`src/logic/lab_pkg.sv`:
```
/*
  Package for the local advancement and error-rate register bank.
  Assumes a 16-bit word-addressed register port on the system clock.
*/
package lab_pkg;
  // ****************************************
  // Register offsets (word addresses)
  // ****************************************
  localparam logic [15:0] ADDR_ADV_LO    = 16'h0020;
  localparam logic [15:0] ADDR_ADV_HI    = 16'h0021;
  localparam logic [15:0] ADDR_LOC_SEL   = 16'h0027;
  localparam logic [15:0] ADDR_BKP_SEL   = 16'h0029;
  localparam logic [15:0] ADDR_LOC_COUNT = 16'h0028;
  localparam logic [15:0] ADDR_BKP_COUNT = 16'h002A;
  localparam logic [15:0] ADDR_COUNT_CLR = 16'h002C;

  // ****************************************
  // Field layout and reset values
  // ****************************************
  localparam int          LOC_SEL_W    = 12;
  localparam int          BKP_SEL_W    = 13;
  localparam int          STREAMS      = 16;
  localparam logic [15:0] RESET_VALUE  = 16'h0000;
  localparam logic [15:0] COUNT_MAX    = 16'hFFFF;
  localparam logic [15:0] UNMAPPED_VAL = 16'h0000;

  // ****************************************
  // Advancement times and cycle counts
  // ****************************************
  localparam real         CLK_NS       = 50.0;
  localparam real         ADV_STEP_NS  = 7.5;
  localparam int          ADV_STEP_CYC = (ADV_STEP_NS < CLK_NS) ? 1 : int'(ADV_STEP_NS / CLK_NS);

  typedef enum logic [1:0]
  {
    LAB_ADV_NONE = 2'h0,
    LAB_ADV_1    = 2'h1,
    LAB_ADV_2    = 2'h2,
    LAB_ADV_3    = 2'h3
  } lab_adv_type;
endpackage : lab_pkg

```
`src/logic/lab_err_if.sv`:
```
/*
  Interface carrying one error monitor's event and count.
  Assumes both ends sit on clk_sys.
*/
interface lab_err_if;
  logic        err_pulse;
  logic        clear;
  logic [15:0] count;
  modport bank (output err_pulse, output clear, input count);
  modport counter (input err_pulse, input clear, output count);
endinterface : lab_err_if

```
`src/logic/lab_sat_counter.sv`:
```
/*
  Saturating 16-bit error counter.
  Assumes error pulses synchronous to clk_sys.
*/
module lab_sat_counter
(
  // Clock and reset
  input  wire logic clk_sys,
  input  wire logic rst_n,
  input  wire logic clk_en,
  // Event side
  lab_err_if.counter err
);
  logic [15:0] next_count;

  // ****************************************
  // Count, holding at full scale
  // ****************************************
  // Event in the clear cycle still counts
  assign next_count = err.clear ? (err.err_pulse ? 16'h0001 : lab_pkg::RESET_VALUE) :
                      (err.err_pulse && err.count != lab_pkg::COUNT_MAX) ? err.count + 16'h0001 :
                      err.count;

  always_ff @(posedge clk_sys or negedge rst_n)
  begin
    if (!rst_n)
      err.count <= lab_pkg::RESET_VALUE;
    else if (clk_en)
      err.count <= next_count;
  end
endmodule : lab_sat_counter

```
`src/logic/lab_regs.sv`:
```
/*
  Register bank for local output advancement and error-rate monitoring.
  Assumes a one-cycle strobe register port and error pulses from the switch core.
*/
// The plain strobed port was decided locally.
// Contract
// - Each local output stream has a 2-bit advancement code of 0, 7.5, 15 or 22.5 ns.
// - The two advancement registers sit at 0x0020 and 0x0021 and reset to zero.
// - The local selection register holds a stream in bits 11-8 and a channel in bits 7-0.
// - The backplane selection register holds a stream in bits 12-8 and a channel in bits 7-0.
// - The local error counter is 16 bits and holds at 0xFFFF.
// - The backplane error counter is 16 bits and holds at 0xFFFF.
module lab_regs
(
  // Clock and reset
  input  wire logic        clk_sys,
  input  wire logic        rst_n,
  input  wire logic        clk_en,
  // Register port
  input  wire logic [15:0] reg_addr,
  input  wire logic [15:0] reg_wdata,
  input  wire logic        reg_wr,
  input  wire logic        reg_rd,
  output      logic [15:0] reg_rdata,
  // Error events from checkers
  input  wire logic        local_err_event,
  input  wire logic        backplane_err_event,
  // Configuration out
  output      logic [31:0] stream_advance_code,
  output      logic [3:0]  local_err_stream_sel,
  output      logic [7:0]  local_err_channel_sel,
  output      logic [4:0]  backplane_err_stream_sel,
  output      logic [7:0]  backplane_err_channel_sel
);
  logic [15:0] local_out_advance_lo;
  logic [15:0] local_out_advance_hi;
  logic [15:0] local_err_input_select;
  logic [15:0] backplane_err_input_select;
  logic [15:0] next_rdata;
  logic        hit_adv_lo;
  logic        hit_adv_hi;
  logic        hit_loc_sel;
  logic        hit_bkp_sel;
  logic        hit_clr;
  logic        sel_adv_lo;
  logic        sel_adv_hi;
  logic        sel_loc_sel;
  logic        sel_bkp_sel;
  logic        sel_loc_count;
  logic        sel_bkp_count;
  logic        clr_local;
  logic        clr_backplane;
  logic [15:0] next_adv_lo;
  logic [15:0] next_adv_hi;
  logic [15:0] next_loc_select;
  logic [15:0] next_bkp_select;
  logic [31:0] next_advance_code;
  logic [3:0]  loc_stream_field;
  logic [7:0]  loc_channel_field;
  logic [4:0]  bkp_stream_field;
  logic [7:0]  bkp_channel_field;
  lab_err_if   loc_if ();
  lab_err_if   bkp_if ();

  function automatic logic hit(input logic [15:0] addr, input logic [15:0] target);
    hit = (addr == target);
  endfunction : hit

  // ****************************************
  // Address decode
  // ****************************************
  assign sel_adv_lo    = hit(reg_addr, lab_pkg::ADDR_ADV_LO);
  assign sel_adv_hi    = hit(reg_addr, lab_pkg::ADDR_ADV_HI);
  assign sel_loc_sel   = hit(reg_addr, lab_pkg::ADDR_LOC_SEL);
  assign sel_bkp_sel   = hit(reg_addr, lab_pkg::ADDR_BKP_SEL);
  assign sel_loc_count = hit(reg_addr, lab_pkg::ADDR_LOC_COUNT);
  assign sel_bkp_count = hit(reg_addr, lab_pkg::ADDR_BKP_COUNT);

  // ****************************************
  // Write strobes
  // ****************************************
  assign hit_adv_lo  = reg_wr && sel_adv_lo;
  assign hit_adv_hi  = reg_wr && sel_adv_hi;
  assign hit_loc_sel = reg_wr && sel_loc_sel;
  assign hit_bkp_sel = reg_wr && sel_bkp_sel;
  assign hit_clr     = reg_wr && hit(reg_addr, lab_pkg::ADDR_COUNT_CLR);

  // ****************************************
  // Writable registers
  // ****************************************
  assign next_adv_lo     = hit_adv_lo ? reg_wdata : local_out_advance_lo;
  assign next_adv_hi     = hit_adv_hi ? reg_wdata : local_out_advance_hi;
  assign next_loc_select = hit_loc_sel ? {4'h0, reg_wdata[lab_pkg::LOC_SEL_W-1:0]} :
                           local_err_input_select;
  assign next_bkp_select = hit_bkp_sel ? {3'h0, reg_wdata[lab_pkg::BKP_SEL_W-1:0]} :
                           backplane_err_input_select;

  always_ff @(posedge clk_sys or negedge rst_n)
  begin
    if (!rst_n)
      local_out_advance_lo <= lab_pkg::RESET_VALUE;
    else if (clk_en)
      local_out_advance_lo <= next_adv_lo;
  end

  always_ff @(posedge clk_sys or negedge rst_n)
  begin
    if (!rst_n)
      local_out_advance_hi <= lab_pkg::RESET_VALUE;
    else if (clk_en)
      local_out_advance_hi <= next_adv_hi;
  end

  always_ff @(posedge clk_sys or negedge rst_n)
  begin
    if (!rst_n)
      local_err_input_select <= lab_pkg::RESET_VALUE;
    else if (clk_en)
      local_err_input_select <= next_loc_select;
  end

  always_ff @(posedge clk_sys or negedge rst_n)
  begin
    if (!rst_n)
      backplane_err_input_select <= lab_pkg::RESET_VALUE;
    else if (clk_en)
      backplane_err_input_select <= next_bkp_select;
  end

  // ****************************************
  // Error counters
  // ****************************************
  assign clr_local        = hit_clr && reg_wdata[0];
  assign clr_backplane    = hit_clr && reg_wdata[1];
  assign loc_if.err_pulse = local_err_event;
  assign loc_if.clear     = clr_local;
  assign bkp_if.err_pulse = backplane_err_event;
  assign bkp_if.clear     = clr_backplane;

  lab_sat_counter u_loc_count
  (
    .clk_sys (clk_sys),
    .rst_n   (rst_n),
    .clk_en  (clk_en),
    .err     (loc_if)
  );

  lab_sat_counter u_bkp_count
  (
    .clk_sys (clk_sys),
    .rst_n   (rst_n),
    .clk_en  (clk_en),
    .err     (bkp_if)
  );

  // ****************************************
  // Read mux and registered outputs
  // ****************************************
  assign next_rdata = sel_adv_lo    ? local_out_advance_lo :
                      sel_adv_hi    ? local_out_advance_hi :
                      sel_loc_sel   ? local_err_input_select :
                      sel_bkp_sel   ? backplane_err_input_select :
                      sel_loc_count ? loc_if.count :
                      sel_bkp_count ? bkp_if.count :
                      lab_pkg::UNMAPPED_VAL;

  always_ff @(posedge clk_sys or negedge rst_n)
  begin
    if (!rst_n)
      reg_rdata <= lab_pkg::RESET_VALUE;
    else if (clk_en)
      reg_rdata <= reg_rd ? next_rdata : lab_pkg::RESET_VALUE;
  end

  // ****************************************
  // Advancement output
  // ****************************************
  assign next_advance_code = {local_out_advance_hi, local_out_advance_lo};

  always_ff @(posedge clk_sys or negedge rst_n)
  begin
    if (!rst_n)
      stream_advance_code <= 32'h0000_0000;
    else if (clk_en)
      stream_advance_code <= next_advance_code;
  end

  // ****************************************
  // Selection fields and outputs
  // ****************************************
  assign loc_stream_field  = local_err_input_select[11:8];
  assign loc_channel_field = local_err_input_select[7:0];
  assign bkp_stream_field  = backplane_err_input_select[12:8];
  assign bkp_channel_field = backplane_err_input_select[7:0];

  always_ff @(posedge clk_sys or negedge rst_n)
  begin
    if (!rst_n)
    begin
      local_err_stream_sel  <= 4'h0;
      local_err_channel_sel <= 8'h00;
    end
    else if (clk_en)
    begin
      local_err_stream_sel  <= loc_stream_field;
      local_err_channel_sel <= loc_channel_field;
    end
  end

  always_ff @(posedge clk_sys or negedge rst_n)
  begin
    if (!rst_n)
    begin
      backplane_err_stream_sel  <= 5'h00;
      backplane_err_channel_sel <= 8'h00;
    end
    else if (clk_en)
    begin
      backplane_err_stream_sel  <= bkp_stream_field;
      backplane_err_channel_sel <= bkp_channel_field;
    end
  end
endmodule : lab_regs

```
`config.mk`:
```
export PLATFORM = sky130hd
export DESIGN_NAME = lab_regs
export DESIGN_NICKNAME = d
export VERILOG_FILES = /design/src/logic/lab_pkg.sv /design/src/logic/lab_err_if.sv /design/src/logic/lab_sat_counter.sv /design/src/logic/lab_regs.sv
export SDC_FILE = /design/constraint.sdc
export NUM_CORES = 1
export LEC_CHECK = 0
export BUFFER_PORTS_ARGS = -buffer_cell sky130_fd_sc_hd__buf_4
export CORE_MARGIN = 5
export CORE_UTILIZATION = 62
export DETAILED_ROUTE_END_ITERATION = 16
export HOLD_SLACK_MARGIN = 0.05
export MAX_ROUTING_LAYER = met4
export PLACE_DENSITY = 0.86
export SYNTH_ARGS = -nofsm -noshare
export SYNTH_HDL_FRONTEND = slang
export SYNTH_SLANG_ARGS = --single-unit
```
`constraint.sdc`:
```
create_clock -name clk_sys -period 5.9 [get_ports clk_sys]
set_input_delay 0.885 -clock clk_sys [delete_from_list [all_inputs] [get_ports clk_sys]]
set_output_delay 0.885 -clock clk_sys [all_outputs]
set_load 0.005 [all_outputs]
```
==> flow_summary.ini <==
[run_status]
status = finished, final reports clean

[critical_path]
worstSetupStartpoint = reg_addr[4]
cp.buffers_inverters = 1
criticalPathCategory = input port to flip-flop
cpLargestDelayFamily = simple AND/OR/NAND/NOR gates
cp.depth = 6
slowest_delay_ns = 0.71
reg2reg_depth = 5
r2r-start = u_loc_count.err.count[7]
cp.arrival_ns = 3.30
critPathMaxFanout = 13
crit_path_end_kind = flip-flop
crit_slowest_cell = nor4b_1
critPathLaunchType = input port
required_ns = 6.15
worstPathCellList = buf_4 > nor4b_1 > and3_1 > nand4_1 > nor2_1 > a21oi_1

[detailed_routing]
vias_per_cell = 6.51
wl_mm = 20.5
final_antenna_net_count = 0
num_vias = 5859
post_drt_wl_per_cell_microns = 22.7
firstDrtPassIters = 5
drc_errors = 0
first_iter_violations = 532

[timing]
report.final.slew_viol_count = 0
hold_slack_ns = 0.508
slew_headroom = 0.313
grt_setup_unrepaired = false
tightest_slew_ns = 1.03
timing.setup.tns_ns = 0
finalCritPeriodShare = 0.518
fin_worst_skew_ns = 0.00564
final.min_clock_period_ns = 3.05
setup_slack_ns = 2.85
hold_viol_final = 0
max_freq_ghz = 0.327
setup_viol = 0

[global_route]
grt_pass1_wl_mm = 32.8
grtUsageTotal = 0.298
grt-ovfl-total = 0
grt_max_degree = 112
antenna_found_initial = 0
grt_pass1_vias = 5997

[job]
max_cap_violations = 0

[yosys]
synth.most_common_cell = dfrtp_1
async_flop_share = 1.00
synth_seq_cells = 162
yosysSeqAreaShare = 0.532
synth_top_area_frac = 0.532
synth_edf_count = 0
synth_warnings = 0
synth.top_cells.by_count = 162 x dfrtp_1, 105 x mux2_2, 38 x o21ai_0
synth_top_area_cell = dfrtp_1
syn_inst = 637
synth_nets = 678
syn-cell-area_sq_um = 7620
yosys.cell_types.count = 58
syn_avg_cell_area_sq_um = 12.0
yosys-top-cells-area = dfrtp_1 53%, mux2_2 16%, o21ai_0 2.5%
yosys_most_used_dff = dfrtp_1

[worst_hold_path]
hp-class = flip-flop to flip-flop
min_from = backplane_err_channel_sel[6]
hold_depth = 1

[floorplan]
num_rows = 40
start_util = 0.634
die_y_microns = 121
fp.dieArea_sq_um = 14600
core-area_sq_um = 12000
pin_count = 112
die_x_microns = 121

[final_layout]
drive_gt1_frac = 0.360
layout.nets = 782
area_growth_pct = 20.1
num_antenna_cells = 0

[placed_design]
routabilityCongestion = 0.905
place_ws_ns = 2.54
hpwl_mm = 14.2
io_buffers = 111

[clocking]
clockBufferDepth = 2
cts.sinks = 162
cts_root_buffer = clkbuf_16
hold_buffers = 0
post_cts_resized = 0
clock_latency_ns = 0.42
htreeDepth = 4
cts_setup_buffers = 0
path_clk_slew_ns = 0.06
cts_tree = built
cts-buffers-inserted = 17

[pwr]
ir_worst_vdd_uv = 172
p_leak_nw = 4.41
powerDensity_nw_per_um2 = 277
sequential cells by signal, indices dropped and copies added, names as in the netlist:
signal and flops:
u_bkp_count.err.count 16, u_loc_count.err.count 16, local_err_channel_sel 8, local_out_advance_hi 16
stream_advance_code 32, backplane_err_channel_sel 8, local_out_advance_lo 16, reg_rdata 16
backplane_err_input_select 13, local_err_input_select 12, backplane_err_stream_sel 5, local_err_stream_sel 4
final timing paths:
path	endpoint	slack, ns
worst max-delay path	u_bkp_count.err.count[10]	2.85
worst max register to register	u_loc_count.err.count[9]	3.59
worst min-delay path	backplane_err_channel_sel[6]	0.51
worst min register to register	backplane_err_channel_sel[6]	0.51
min in group asynchronous	local_err_stream_sel[0]	0.57
max in group asynchronous	u_bkp_count.err.count[10]	3.96
layer usage:
layer / wire length (microns) / global-route usage / part of all wire / up-vias
met2: 9920 / 0.457 / 0.49 / 253
met3: 1330 / 0.0580 / 0.065 / 39
met4: 398 / 0.110 / 0.019 / 0
met5: 0 / - / 0 / -
met1: 8800 / 0.398 / 0.43 / 2974
li1: - / - / - / 2593
worst reg2reg max path, cell delays in order, from the launching register on:
cell and delay [ns]:
dfrtp_1 0.47, nand4_1 0.22, nor4_1 0.79, a2bb2oi_1 0.41
o21ai_0 0.17, a22oi_1 0.17
layout by cell type (no fill, tap or decap), types with 13 or more instances in the layout:
cell and n:
o21ai_0 38, clkbuf_16 17, and2_1 13, nor2_1 20, a21oi_1 36, nand3_1 16
nand4_1 18, dfrtp_1 162, nand2_1 34, buf_4 115, mux2_2 105
power by group:
group	internal (mW)	total (mW)	switching, mW	leakage, nW
combinational	0.0778	0.189	0.111	1.89
clock	0.691	1.15	0.458	0.295
sequential	1.15	1.20	0.0521	2.23
total	1.91	2.53	0.621	4.41
kinds of logic (layout without fill, tap and decap cells):
group                      count (synthesis)  in the layout  share of synthesized area
DFF                                      162            162                      0.532
muxes                                    131            131                      0.198
and+or+nand+nor                          168            168                      0.129
AOI/OAI and AO/OA                        128            128                      0.104
buffers and inverters                     33            149                     0.0191
adders and majority gates                  2              2                    0.00328
xor gates and xnor gates                  13             13                     0.0149
through the flow:
| step | utilization | power (mW) | cell area [sq um] | instances |
|---|---|---|---|---|
| 6_report | 0.762 | 2.53 | 9150 | 900 |
| 5_1_grt | 0.762 | 2.61 | 9150 | 900 |
| 4_1_cts | 0.762 | 2.53 | 9150 | 900 |
| 3_5_place_dp | 0.711 | 1.40 | 8540 | 869 |
| 3_3_place_gp | 0.711 | 1.40 | 8540 | 869 |
| 2_1_floorplan | - | 1.31 | 7620 | 637 |
layout make-up:
class                   instances  area [sq um]
clock buffers                  20           457
clock inverters                11           153
fillers                       736          2860
inverters                       2          7.51
multi-input cells             442          3420
flip-flops and latches        162          4050
well taps                     147           184
repair buffers                116           875
No activity file was read; power rests on OpenSTA's default activity.
